$ cat config.mk
export PLATFORM = sky130hd
export DESIGN_NAME = biu_data_path
export DESIGN_NICKNAME = d
export VERILOG_FILES = /design/src/shared/biu_pkg.sv /design/src/hdl/biu_data_path.sv
export VERILOG_INCLUDE_DIRS = /design/src /design/src/shared
export SDC_FILE = /design/constraint.sdc
export NUM_CORES = 1
export LEC_CHECK = 0
export BUFFER_PORTS_ARGS = -buffer_cell sky130_fd_sc_hd__buf_2
export CAP_MARGIN = 20
export CORE_MARGIN = 3
export CORE_UTILIZATION = 46
export DETAILED_ROUTE_END_ITERATION = 12
export PLACE_DENSITY = 0.83
export SLEW_MARGIN = 20
export SYNTH_ARGS = -nofsm -noshare
export SYNTH_HDL_FRONTEND = slang
export SYNTH_SLANG_ARGS = --single-unit
$ cat constraint.sdc
create_clock -name mclk_i -period 3.4 [get_ports mclk_i]
set_clock_uncertainty 0.15 [all_clocks]
set_input_delay 0 -clock mclk_i [delete_from_list [all_inputs] [get_ports mclk_i]]
set_output_delay 0 -clock mclk_i [all_outputs]
set_load 0.03 [all_outputs]
$ cat src/shared/biu_consts.svh
// Purpose: constants for the data access path of the bus interface unit
// Assumes: one clock, synchronous active-low reset
// Notes:   widths of the internal buses and size encodings
`ifndef BIU_CONSTS_SVH
`define BIU_CONSTS_SVH
`define BIU_ADDR_W      24
`define BIU_CODE_W      32
`define BIU_DATA_W      16
`define BIU_BUF_W       32
`define BIU_SZ_BYTE     2'h0
`define BIU_SZ_WORD     2'h1
`define BIU_SZ_DWORD    2'h2
`endif

$ cat src/shared/biu_pkg.sv
// Purpose: types for the data access path of the bus interface unit
// Assumes: constants come from biu_consts.svh
// Notes:   request from the core travels as one packed struct
`include "biu_consts.svh"
package biu_pkg;
    typedef struct packed {
        logic                    wr;
        logic [1:0]              size;
        logic [`BIU_ADDR_W-1:0]  addr;
        logic [`BIU_BUF_W-1:0]   wdata;
    } biu_req_t;
    typedef struct packed {
        logic even;
        logic quad;
        logic oct;
    } biu_align_t;
endpackage : biu_pkg

$ cat src/hdl/biu_data_path.sv
// Purpose: data read/write path between the core link and internal buses
// Assumes: memory answers each bus cycle with mem_rdy_i, same clock
// Notes:   one 16-bit data bus cycle per half word, except a memory double read (one code-bus cycle); byte cycles single
// Operation
// (RULE1) core loads target address into data address register before any read
// (RULE2) unit fetches the value over internal buses into the data buffer
// (RULE3) buffered read data is forwarded to the core, ending the read
// (RULE4) core loads destination address into data address register before write
// (RULE5) write value from the core goes into the data buffer first
// (RULE6) buffered write data is stored at the held address by a bus cycle
// (RULE7) address, code, data buses and strobes sequenced as one bus cycle
// (RULE8) byte, word and double-word accesses use distinct cycle patterns
// (RULE9) prefetch address classed even, 4-byte and 8-byte by low three bits
// (RULE10) data buffer is 32 bits, holding read and write data
// (RULE11) memory uses code and data buses; peripherals only the data bus
// (RULE12) byte read from even address returns only the lower lane
`timescale 1ns/1ps
`include "biu_consts.svh"
module biu_data_path (
    input  wire logic                    mclk_i,
    input  wire logic                    reset_n_i,
    input  wire logic                    req_valid_i,
    input  wire biu_pkg::biu_req_t       req_i,
    output logic                         req_ready_o,
    output logic                         rsp_valid_o,
    output logic [`BIU_BUF_W-1:0]        rsp_data_o,
    output logic [`BIU_ADDR_W-1:0]       bus_addr_o,
    output logic                         bus_rd_o,
    output logic                         bus_wr_o,
    output logic [1:0]                   bus_lane_o,
    output logic                         bus_code_sel_o,
    output logic [`BIU_DATA_W-1:0]       internal_data_lines_o,
    input  wire logic [`BIU_DATA_W-1:0]  internal_data_lines_i,
    input  wire logic [`BIU_CODE_W-1:0]  code_bus_i,
    input  wire logic                    mem_sel_i,
    input  wire logic                    mem_rdy_i,
    input  wire logic [`BIU_ADDR_W-1:0]  pf_addr_i,
    output biu_pkg::biu_align_t          pf_class_o
);
    typedef enum logic [1:0] {BIU_IDLE, BIU_CYC, BIU_RSP} biu_st_t;
    biu_st_t                 st_r;
    logic [`BIU_ADDR_W-1:0]  dar_r;     // data address register
    logic [`BIU_BUF_W-1:0]   dbuf_r;    // data buffer
    logic                    wr_r;
    logic [1:0]              size_r;
    logic                    half_r;    // second half-word of a double word
    logic                    take;
    logic                    last;

    assign req_ready_o = (st_r == BIU_IDLE);
    assign take        = req_valid_i && req_ready_o;
    // a memory double-word read ends after its single code-bus beat
    assign last        = (size_r != `BIU_SZ_DWORD) || half_r || (!wr_r && mem_sel_i); // RULE11
    assign rsp_valid_o = (st_r == BIU_RSP);

    // sequencer: idle -> bus cycles -> answer
    always_ff @(posedge mclk_i) begin
        if (!reset_n_i) begin
            st_r   <= BIU_IDLE;
            half_r <= 1'b0;
        end else begin
            unique case (st_r)
                BIU_IDLE: begin
                    half_r <= 1'b0;
                    if (take) st_r <= BIU_CYC; // RULE1 RULE4
                end
                BIU_CYC: if (mem_rdy_i) begin
                    half_r <= 1'b1;
                    if (last) st_r <= BIU_RSP; // RULE8
                end
                BIU_RSP: st_r <= BIU_IDLE; // RULE3
                default: st_r <= BIU_IDLE;
            endcase
        end
    end

    // address register and size latch
    always_ff @(posedge mclk_i) begin
        if (!reset_n_i) begin
            dar_r  <= '0;
            wr_r   <= 1'b0;
            size_r <= `BIU_SZ_BYTE;
        end else if (take) begin
            dar_r  <= req_i.addr; // RULE1 RULE4
            wr_r   <= req_i.wr;
            size_r <= req_i.size;
        end
    end

    // data buffer: write data from core, read data from the buses
    always_ff @(posedge mclk_i) begin
        if (!reset_n_i) begin
            dbuf_r <= '0;
        end else if (take) begin
            dbuf_r <= req_i.wr ? req_i.wdata : '0; // RULE5 RULE10
        end else if (st_r == BIU_CYC && mem_rdy_i && !wr_r) begin
            if (mem_sel_i && size_r == `BIU_SZ_DWORD)
                dbuf_r <= code_bus_i; // RULE11
            else if (size_r == `BIU_SZ_BYTE)
                dbuf_r <= {24'h00_0000, internal_data_lines_i[7:0]}; // RULE12
            else if (half_r)
                dbuf_r[31:16] <= internal_data_lines_i; // RULE2
            else
                dbuf_r[15:0] <= internal_data_lines_i; // RULE2
        end
    end

    // bus cycle drive; memory double reads finish in one code-bus cycle
    always_comb begin
        bus_rd_o              = (st_r == BIU_CYC) && !wr_r; // RULE7
        bus_wr_o              = (st_r == BIU_CYC) && wr_r;  // RULE6
        bus_code_sel_o        = bus_rd_o && mem_sel_i && (size_r == `BIU_SZ_DWORD); // RULE11
        bus_addr_o            = half_r ? dar_r + 24'h00_0002 : dar_r; // RULE7
        bus_lane_o            = (size_r == `BIU_SZ_BYTE) ? 2'h1 : 2'h3; // RULE8
        internal_data_lines_o = half_r ? dbuf_r[31:16] : dbuf_r[15:0]; // RULE6
        if (size_r == `BIU_SZ_BYTE) internal_data_lines_o[15:8] = 8'h00;
    end

    assign rsp_data_o = dbuf_r; // RULE3

    // prefetch alignment classification
    always_comb begin
        pf_class_o.even = ~pf_addr_i[0]; // RULE9
        pf_class_o.quad = ~|pf_addr_i[1:0];
        pf_class_o.oct  = ~|pf_addr_i[2:0];
    end

    property p_rsp_after_cyc;
        @(posedge mclk_i) disable iff (!reset_n_i)
        rsp_valid_o |-> $past(st_r) == BIU_CYC && $past(mem_rdy_i);
    endproperty
    a_rsp_after_cyc: assert property (p_rsp_after_cyc) else $error("answer without cycle"); // RULE3

    property p_take_starts;
        @(posedge mclk_i) disable iff (!reset_n_i)
        take |=> st_r == BIU_CYC && dar_r == $past(req_i.addr);
    endproperty
    a_take_starts: assert property (p_take_starts) else $error("address not loaded"); // RULE1

    property p_wbuf;
        @(posedge mclk_i) disable iff (!reset_n_i)
        take && req_i.wr |=> dbuf_r == $past(req_i.wdata);
    endproperty
    a_wbuf: assert property (p_wbuf) else $error("write buffer wrong"); // RULE5

    property p_wr_strobe;
        @(posedge mclk_i) disable iff (!reset_n_i)
        bus_wr_o |-> !bus_rd_o && (half_r || bus_addr_o == dar_r);
    endproperty
    a_wr_strobe: assert property (p_wr_strobe) else $error("write cycle bad"); // RULE6

    property p_one_cycle;
        @(posedge mclk_i) disable iff (!reset_n_i)
        take |=> (bus_rd_o || bus_wr_o) && !(bus_rd_o && bus_wr_o);
    endproperty
    a_one_cycle: assert property (p_one_cycle) else $error("no bus cycle"); // RULE7

    property p_byte_lane;
        @(posedge mclk_i) disable iff (!reset_n_i)
        st_r == BIU_CYC && size_r == `BIU_SZ_BYTE |->
            bus_lane_o == 2'h1 && (!bus_wr_o || internal_data_lines_o[15:8] == 8'h00);
    endproperty
    a_byte_lane: assert property (p_byte_lane) else $error("byte lane wrong"); // RULE8

    property p_byte_read;
        @(posedge mclk_i) disable iff (!reset_n_i)
        rsp_valid_o && !wr_r && size_r == `BIU_SZ_BYTE |-> rsp_data_o[31:8] == 24'h00_0000;
    endproperty
    a_byte_read: assert property (p_byte_read) else $error("upper lanes leaked"); // RULE12

    property p_class;
        @(posedge mclk_i) disable iff (!reset_n_i)
        pf_class_o.oct |-> pf_class_o.quad && pf_class_o.even && pf_addr_i[2:0] == 3'h0;
    endproperty
    a_class: assert property (p_class) else $error("class wrong"); // RULE9

    property p_code_mem;
        @(posedge mclk_i) disable iff (!reset_n_i)
        bus_code_sel_o |-> mem_sel_i && bus_rd_o && size_r == `BIU_SZ_DWORD && !half_r;
    endproperty
    a_code_mem: assert property (p_code_mem) else $error("code bus to peripheral"); // RULE11

    property p_reset_idle;
        @(posedge mclk_i)
        !reset_n_i |=> req_ready_o && !rsp_valid_o && !bus_rd_o && !bus_wr_o;
    endproperty
    a_reset_idle: assert property (p_reset_idle) else $error("not idle after reset"); // RULE7

    property p_rd_hold;
        @(posedge mclk_i) disable iff (!reset_n_i)
        bus_rd_o && !mem_rdy_i |=> bus_rd_o && $stable(bus_addr_o);
    endproperty
    a_rd_hold: assert property (p_rd_hold) else $error("read cycle dropped early"); // RULE7

    property p_wr_hold;
        @(posedge mclk_i) disable iff (!reset_n_i)
        bus_wr_o && !mem_rdy_i |=> bus_wr_o && $stable(bus_addr_o) && $stable(internal_data_lines_o);
    endproperty
    a_wr_hold: assert property (p_wr_hold) else $error("write cycle dropped early"); // RULE6

    property p_wr_hi;
        @(posedge mclk_i) disable iff (!reset_n_i)
        bus_wr_o && half_r |-> bus_addr_o == dar_r + 24'h00_0002 &&
            internal_data_lines_o == dbuf_r[31:16];
    endproperty
    a_wr_hi: assert property (p_wr_hi) else $error("upper half write bad"); // RULE8

    property p_rd_fill;
        @(posedge mclk_i) disable iff (!reset_n_i)
        bus_rd_o && mem_rdy_i && size_r == `BIU_SZ_WORD |=>
            dbuf_r[15:0] == $past(internal_data_lines_i) && dbuf_r[31:16] == 16'h0000;
    endproperty
    a_rd_fill: assert property (p_rd_fill) else $error("word read not buffered"); // RULE2

    property p_code_fill;
        @(posedge mclk_i) disable iff (!reset_n_i)
        bus_code_sel_o && mem_rdy_i |=> rsp_valid_o && rsp_data_o == $past(code_bus_i);
    endproperty
    a_code_fill: assert property (p_code_fill) else $error("code bus read bad"); // RULE11

    property p_dword_hi;
        @(posedge mclk_i) disable iff (!reset_n_i)
        bus_rd_o && mem_rdy_i && half_r |=>
            rsp_valid_o && rsp_data_o[31:16] == $past(internal_data_lines_i);
    endproperty
    a_dword_hi: assert property (p_dword_hi) else $error("upper half read bad"); // RULE10

    property p_rsp_one;
        @(posedge mclk_i) disable iff (!reset_n_i)
        rsp_valid_o |=> !rsp_valid_o && req_ready_o;
    endproperty
    a_rsp_one: assert property (p_rsp_one) else $error("answer not single"); // RULE3

    property p_ready_idle;
        @(posedge mclk_i) disable iff (!reset_n_i)
        req_ready_o |-> !bus_rd_o && !bus_wr_o && !rsp_valid_o;
    endproperty
    a_ready_idle: assert property (p_ready_idle) else $error("ready during transfer"); // RULE4
endmodule : biu_data_path

After elaboration in Yosys (flattened, before gate mapping)
Cells that the tools add are included.
Storage, ports and cells
  register bits after elaboration: 62
  logic and storage cells: 59
  bits of input ports: 136
  output and inout port bits: 82
Operators by class
  reductions and logical operators: 25
  add/sub/neg operators: 1
  multiplexer cells: 17
  bitwise logic cells: 1
  equal/unequal tests: 8
Operators with widths (count)
  $mux W32: 5
  $mux W16: 3
  $add A24 B2 Y24 const B: 1
  $mux W24: 1
  $logic_and A1 B1 Y1: 9
  $mux W2: 4
  $mux W8: 1
  $ne A2 B2 Y1 const B: 3
  $reduce_and A2 Y1: 3
  $eq A2 B2 Y1 const B: 2
  $logic_not A2 Y1: 2
  $ne A4 B1 Y1 const B: 1
  $pmux W2 S2: 1
  $reduce_bool A2 Y1: 2
  $reduce_bool A4 Y1: 1
  $logic_not A1 Y1: 3
  $reduce_and A3 Y1: 1
  $reduce_or A3 Y1: 1
  $eq A2 B1 Y1 const B: 1
  $logic_or A1 B1 Y1: 2
  $ne A2 B1 Y1 const B: 1
  $pmux W1 S2: 1
  $reduce_or A2 Y1: 1
  $mux W1: 1
  $not A1 Y1: 1

Logic depth before layout (Yosys ltp)
Gate-level depths: netlist of run 1.
  depth after elaboration: 6
  mapped depth: 7
  mapped depth without buffers: 5

Worst setup path after synthesis of run 1
OpenSTA, ideal clock, no wires.
  path type: register to output
  start: register dar_r[1]
  end: output port bus_addr_o[19]
  data arrival time: 1901 ps
  data required time: 3250 ps
  path slack: 1349 ps
  buffers on the path: 0
  stages on the path, launching flop included: 6
  path through: dfxtp_1 ha_1 nand4_1 nor4_1 nand4_1 xnor2_1
On the way
  longest elaborated chain between the ends: 2
Ends and longest elaborated chain
  from (decl): line biu_data_path.sv:42  | logic [`BIU_ADDR_W-1:0] dar_r;
  from (signal assigned): line biu_data_path.sv:84  | dar_r <= req_i.addr;
  $add A24 B2 Y24: line biu_data_path.sv:113  | bus_addr_o = half_r ? dar_r + 24'h00_0002 : dar_r;
  $mux W24: line biu_data_path.sv:113
  to (decl): line biu_data_path.sv:27  | output logic [`BIU_ADDR_W-1:0] bus_addr_o,
No other way between the ends.

Worst setup path after layout of run 1
  start: register st_r[1]
  end: register dbuf_r[20] (netlist: rsp_data_o[20])
On the way
  longest elaborated chain between the ends: 5
  elaborated cells between the ends (all ways): 9
  classes of those cells: 1 x eq/ne; 1 x mux; 7 x reduce/logical
Ends and longest elaborated chain
  from (decl): line biu_data_path.sv:41  | biu_st_t st_r;
  from (signal assigned): line biu_data_path.sv:59  | st_r <= BIU_IDLE;
  from (signal assigned): line biu_data_path.sv:65  | if (take) st_r <= BIU_CYC;
  from (signal assigned): line biu_data_path.sv:69  | if (last) st_r <= BIU_RSP;
  $eq A2 B1 Y1: line biu_data_path.sv:96  | end else if (st_r == BIU_CYC && mem_rdy_i && !wr_r) begin
  $logic_and A1 B1 Y1 (2 in a row): line biu_data_path.sv:96
  $reduce_bool A2 Y1 (no line)
  $reduce_and A2 Y1 (no line)
  to (signal assigned): line biu_data_path.sv:95  | dbuf_r <= req_i.wr ? req_i.wdata : '0;
  to (signal assigned): line biu_data_path.sv:98  | dbuf_r <= code_bus_i;
  to (signal assigned): line biu_data_path.sv:100  | dbuf_r <= {24'h00_0000, internal_data_lines_i[7:0]};
  to (decl): line biu_data_path.sv:43  | logic [`BIU_BUF_W-1:0] dbuf_r;
Several ways; a longest one is shown, not always the timed one.
A chain may end at the register's enable or synchronous reset.

==> qor.txt, run 1 <==
Seq/Total Area, Yosys = 0.3070
Flop pwr share = 0.383
Number of I/O pins = 218
Most used DFF post-synth = dfxtp_1
Critical Path RT = 3470 ps
CP max stage delay = 570 ps
Synthesized area = 4043 sq um
#FFs+latches synth = 62
Via count = 5,004
HP Start = code_bus_i[29]
CTS resizes = 0
Worst rel slew slack = 0.3163
# H-tree levels = 3
Slew Limit Fails = 0
Routability cong. = 0.8506
DRC Markers = 0
Switching Power = 0.8104 mW
Die Y = 99.75 microns
Area of the die = 9949 sq um
Share of post-route cells with drive strength above 1 = 0.3269
Buf+Inv Stages, Crit Path = 1
Routed WL = 14,450 microns
Setup tns final = 0 ps
Slew @ Worst Pin = 1026 ps
Yosys warns = 0
Sink Count = 62
Antenna violations before repair = 0
Worst Setup SP = st_r[1]
CTS buffer count = 9
Drt pass-1 iters = 5
Total power draw = 2.259 mW
Pin count of the biggest net entering global routing = 61
Int Pwr = 1.448 mW
GRT Util Overall = 0.2785
DP HPWL = 9225 microns
Fmax = 308.6 MHz
Root Buffer = clkbuf_8
Commonest non-fill, non-tap cell in the layout = buf_2
Clock tree from TritonCTS = built
Comb power frac = 0.341
Area growth from synthesis to layout = 48.75%
Initial core utilization = 0.4823
Layout Nets = 909
Leakage = 2.744 nW
Levels on crit path = 5
Final worst path period share = 0.9531
Via density per instance = 5.673
Crit path capture type = flop
Core ar. = 8382 sq um
Reg2reg end = rsp_data_o[20]
Run status = finished, final reports clean
Max-capacitance violation count = 0
Synth Area per Inst = 7.789 sq um
Flop2flop setup slack = 160 ps
Post-synth EDFFs = 0
Crit-path max FO = 30
Setup CP Type = flop to flop
PortBufs = 195
Sw frac = 0.3588
Hold crit path type = input pin to flop
Worst EP arrival = 3310 ps
Worst hold path depth = 4
Syn nets = 656
Multi-input combinational cell area = 2551 sq um
WL/cell = 16.38 microns
CP top delay family = simple AND/OR/NAND/NOR gates
Clk slew on worst S/H paths = 70 ps
Critical path's slowest cell = and2_1
Endpoints failing setup = 0
PwrDens = 375.6 nW/um^2
Initial drt markers = 219
Seq. cell area = 1241 sq um
Number of global-route vias before repair = 4,860
ANT nets after route = 0
Antenna Cells = 0
Minimum clock period = 3241 ps
CP Capture Point = rsp_data_o[20]
First-pass GRT wire length = 22,800 microns
Fillers = 640
Distinct cells, synth = 50
Async S/R FF share, synth = 0
FP Rows = 33
Clock network fraction of total power = 0.276
Post-Syn Instances = 519
Grt total ovfl = 0
Max clock buf depth = 2
Commonest cells after routing, fill and taps aside = 195 x buf_2, 131 x nand2_1, 83 x dlygate4sd3_1
Crit path launch type = flop
Clock Latency Late Sink = 320 ps
RSZ-0062 raised after global routing = no
Fin. Hold Viols = 0
Worst Reg2Reg Path Length in Cells = 5
Die Width = 99.75 microns
Crit path cell chain = or3b_4 -> o211ai_2 -> and2_1 -> o221a_2 -> dlygate4sd3_1
Critical R2R Launch = st_r[1]
Worst vdd ir = 0.2588 mV
==> cell type report <==
cell class	count	share of cell area
Sequential cell	62	0.2064
Tap cell	105	0.02185
Timing Repair Buffer	288	0.3129
Clock buffer	11	0.02185
Clock inverter	5	0.008323
Inverter	7	0.004370
Multi-Input combinational cell	404	0.4243
==> worst min-delay path by stage <==
stage	slack, ps	end
after floorplan	-40	pf_class_o[1]
after CTS	5	rsp_data_o[22]
after detailed placement	100	dar_r[16]
after global routing	20	rsp_data_o[22]
final	10	rsp_data_o[29]
after global placement	90	dar_r[11]
==> metrics by stage <==
stage	setup WS (ps)	instance area, sq um	utilization	hold slack, ps	std cells
after global placement	842.1	5001	0.5967	93.32	783
after global routing	23.07	6013	0.7174	20.90	882
after CTS	235.4	6013	0.7174	4.662	882
final	159.5	6013	0.7174	13.76	882
after detailed placement	747.1	5001	0.5967	95.28	783
after floorplan	1349	4043	-	-42.73	519
==> power groups by stage <==
| stage | Clock [mW] | Sequential [mW] | Combinational, mW |
|---|---|---|---|
| floorplan | 0 | 0.939 | 0.387 |
| global placement | 0 | 0.873 | 0.650 |
| detailed placement | 0 | 0.877 | 0.665 |
| CTS | 0.628 | 0.861 | 0.759 |
| global route | 0.657 | 0.874 | 0.824 |
| finish | 0.624 | 0.864 | 0.770 |
==> synthesized netlist by cell type, drive strengths merged (10+ instances only) <==
cell type | number | area share
nand3 | 21 | 0.026
a21oi | 19 | 0.024
clkbuf | 20 | 0.019
o221a | 16 | 0.045
o211ai | 10 | 0.020
buf | 26 | 0.042
a21boi | 26 | 0.048
mux2i | 16 | 0.040
a211oi | 16 | 0.030
nand2b | 10 | 0.015
xor2 | 12 | 0.026
mux2 | 17 | 0.047
nor2 | 21 | 0.019
dfxtp | 62 | 0.31
nand2 | 131 | 0.12
o21ai | 19 | 0.027
xnor2 | 10 | 0.022
==> state kept, by name, indices dropped and copies added, names as in the netlist <==
signal	cells
half_r	1
dar_r	24
wr_r	1
rsp_data_o	32
size_r	2
st_r	2
==> worst reg2reg max path, cell delays in order (launching register included) <==
cell	delay (ps)
dfxtp_1	520
or3b_4	460
o211ai_2	490
and2_1	580
o221a_2	380
dlygate4sd3_1	560
==> cells by family after synthesis <==
group,share of synthesized area
and+or+nand+nor,0.2430
other,0.0009276
muxes,0.08697
adders and majority gates,0.003095
AOI/OAI and AO/OA,0.2439
buffers and inverters,0.06747
xor gates and xnor gates,0.04766
DFF,0.3070
==> per-layer routing <==
metal,vias to the layer above,share of wire,track usage
li1,2342,-,-
met1,2313,0.39,0.3348
met2,302,0.49,0.4844
met3,47,0.084,0.04698
met4,0,0.031,0.1229
met5,-,0,0
==> timing repair <==
action,in CTS,in global routing
endpoints found under the hold margin,61,0
setup endpoints to repair,0,0
hold buffers,83,0
buffers inserted,0,0
Note: power is estimated with default switching activity, not from simulation.
==> run 2: changes to the inputs <==
--- a/config.mk
+++ b/config.mk
@@ -7,11 +7,11 @@
 export NUM_CORES = 1
 export LEC_CHECK = 0
 export BUFFER_PORTS_ARGS = -buffer_cell sky130_fd_sc_hd__buf_2
-export CAP_MARGIN = 20
 export CORE_MARGIN = 3
 export CORE_UTILIZATION = 46
 export DETAILED_ROUTE_END_ITERATION = 12
 export PLACE_DENSITY = 0.83
+export REMOVE_ABC_BUFFERS = 1
 export SLEW_MARGIN = 20
 export SYNTH_ARGS = -nofsm -noshare
 export SYNTH_HDL_FRONTEND = slang
==> constraint.sdc (replaced) <==
create_clock -name mclk_i -period 3.4 [get_ports mclk_i]
set_clock_uncertainty 0.15 [all_clocks]
set_input_delay 0.51 -clock mclk_i [delete_from_list [all_inputs] [get_ports mclk_i]]
set_output_delay 0.51 -clock mclk_i [all_outputs]
set_load 0.03 [all_outputs]
==> qor.txt, run 2 (synthesis results as in run 1) <==
Run status = finished, final reports clean (unchanged)
Clock tree from TritonCTS = built (unchanged)
Commonest cells after routing, fill and taps aside = 195 x buf_2, 131 x nand2_1, 62 x dfxtp_1 (was 195 x buf_2, 131 x nand2_1, 83 x dlygate4sd3_1)
Slew @ Worst Pin = 848.1 ps (was 1026 ps)
Crit path capture type = output pin (was flop)
Placed cells = 785 (was 783)
Drt pass-1 iters = 5 (unchanged)
Minimum clock period = 3059 ps (was 3241 ps)
Fmax = 326.9 MHz (was 308.6 MHz)
ANT nets after route = 0 (unchanged)
Slew Limit Fails = 0 (unchanged)
DRC Markers = 0 (unchanged)
Setup CP Type = flop to output pin (was flop to flop)
Max clock buf depth = 2 (unchanged)
Antenna Cells = 0 (unchanged)
Root Buffer = clkbuf_8 (unchanged)
Routability cong. = 0.9049 (was 0.8506)
Clock Latency Late Sink = 330 ps (was 320 ps)
Initial drt markers = 248 (was 219)
Sink Count = 62 (unchanged)
Worst EP arrival = 2400 ps (was 3310 ps)
Core ar. = 8382 sq um (unchanged)
Die Y = 99.75 microns (unchanged)
CTS buffer count = 9 (unchanged)
Via density per instance = 5.667 (was 5.673)
Endpoints failing setup = 0 (unchanged)
Post-CTS setup buffer count = 0 (unchanged)
# H-tree levels = 3 (unchanged)
Multi-input combinational cell area = 2551 sq um (unchanged)
Die Width = 99.75 microns (unchanged)
Pin count of the biggest net entering global routing = 49 (was 61)
CTS resizes = 0 (unchanged)
GRT Util Overall = 0.2513 (was 0.2785)
Number of global-route vias before repair = 4,368 (was 4,860)
DP HPWL = 9501 microns (was 9225 microns)
Max reg flops = 32 (unchanged)
Worst rel slew slack = 0.4329 (was 0.3163)
Seq. cell area = 1241 sq um (unchanged)
RSZ-0062 raised after global routing = no (unchanged)
Grt total ovfl = 0 (unchanged)
Setup tns final = 0 ps (unchanged)
Number of I/O pins = 218 (unchanged)
First-pass GRT wire length = 20,270 microns (was 22,800 microns)
Critical Path RT = 2740 ps (was 3470 ps)
Final cell count without fillers = 801 (was 882)
PwrDens = 407.6 nW/um^2 (was 375.6 nW/um^2)
Crit-path max FO = 5 (was 30)
Clk slew on worst S/H paths = 80 ps (was 70 ps)
Max-capacitance violation count = 0 (unchanged)
Worst vdd ir = 0.1757 mV (was 0.2588 mV)
Hold crit path type = input pin to flop (unchanged)
Area growth from synthesis to layout = 28.41% (was 48.75%)
Fillers = 753 (was 640)
Antenna violations before repair = 0 (unchanged)
Leakage = 2.375 nW (was 2.744 nW)
Layout Nets = 828 (was 909)
Area of the die = 9949 sq um (unchanged)
Fin. Hold Viols = 0 (unchanged)
Via count = 4,539 (was 5,004)
Cts hold-fix bufs = 0 (was 83)
Final worst path period share = 0.8997 (was 0.9531)
Crit path launch type = flop (unchanged)
Share of post-route cells with drive strength above 1 = 0.3707 (was 0.3269)
PortBufs = 195 (unchanged)
FP Rows = 33 (unchanged)
Commonest non-fill, non-tap cell in the layout = buf_2 (unchanged)
WL/cell = 16.30 microns (was 16.38 microns)
Routed WL = 13,060 microns (was 14,450 microns)
Initial core utilization = 0.4823 (unchanged)
run 2: cell count changes in the layout (fill, tap and decap cells not counted), sizes merged:
cell / delta
clkinvlp: +3
bufinv: -1
clkbuf: -1
buf: +2
dlygate4sd3: -83
clkinv: -1
run 2: path summary, 6_finish.rpt:
path	from	end	slack [ps]	cells past startpoint
worst max-delay path	dar_r[1]	bus_addr_o[19]	340	6
worst min-delay path	req_i[43]	dar_r[11]	250	3
worst max register to register	st_r[1]	rsp_data_o[19]	730	4
worst min register to register	rsp_data_o[1]	rsp_data_o[1]	320	2
run 2: layout make-up:
cell class,count,share of cell area
Sequential cell,62,0.2391
Inverter,7,0.005061
Tap cell,105,0.02531
Timing Repair Buffer,207,0.2054
Clock inverter,6,0.007231
Clock buffer,10,0.02651
Multi-Input combinational cell,404,0.4914
run 2: power breakdown:
part           internal, mW  total, mW  switching [mW]
logic                 0.246      0.681           0.435
registers             0.791      0.857          0.0659
clock network         0.280      0.578           0.298
total                  1.32       2.12           0.798
run 2: per-stage QoR:
step           hold WS (ps)  total power, mW  cell area (sq um)    util  worst slack [ps]
2_1_floorplan         306.0            1.287               3796       -             -1458
4_1_cts               236.1            2.123               5191  0.6193             336.8
5_1_grt               249.5            2.219               5191  0.6193             98.33
3_5_place_dp          314.0            1.548               5016  0.5984             629.8
3_3_place_gp          303.7            1.528               5016  0.5984             677.7
6_report              251.3            2.116               5191  0.6193             341.1
run 2: layer usage:
layer  vias up  track usage  share of wire
li1       2179            -              -
met1      2070       0.2989           0.39
met2       261       0.4387           0.49
met3        29      0.04488          0.096
met4         0       0.1124          0.022
met5         -            0              0
run 2: critical path: stages, from the launching register on:
cell,delay (ps)
dfxtp_1,420
ha_1,200
nand4_1,230
nor4_1,650
nand4_1,200
xnor2_1,150
buf_2,210
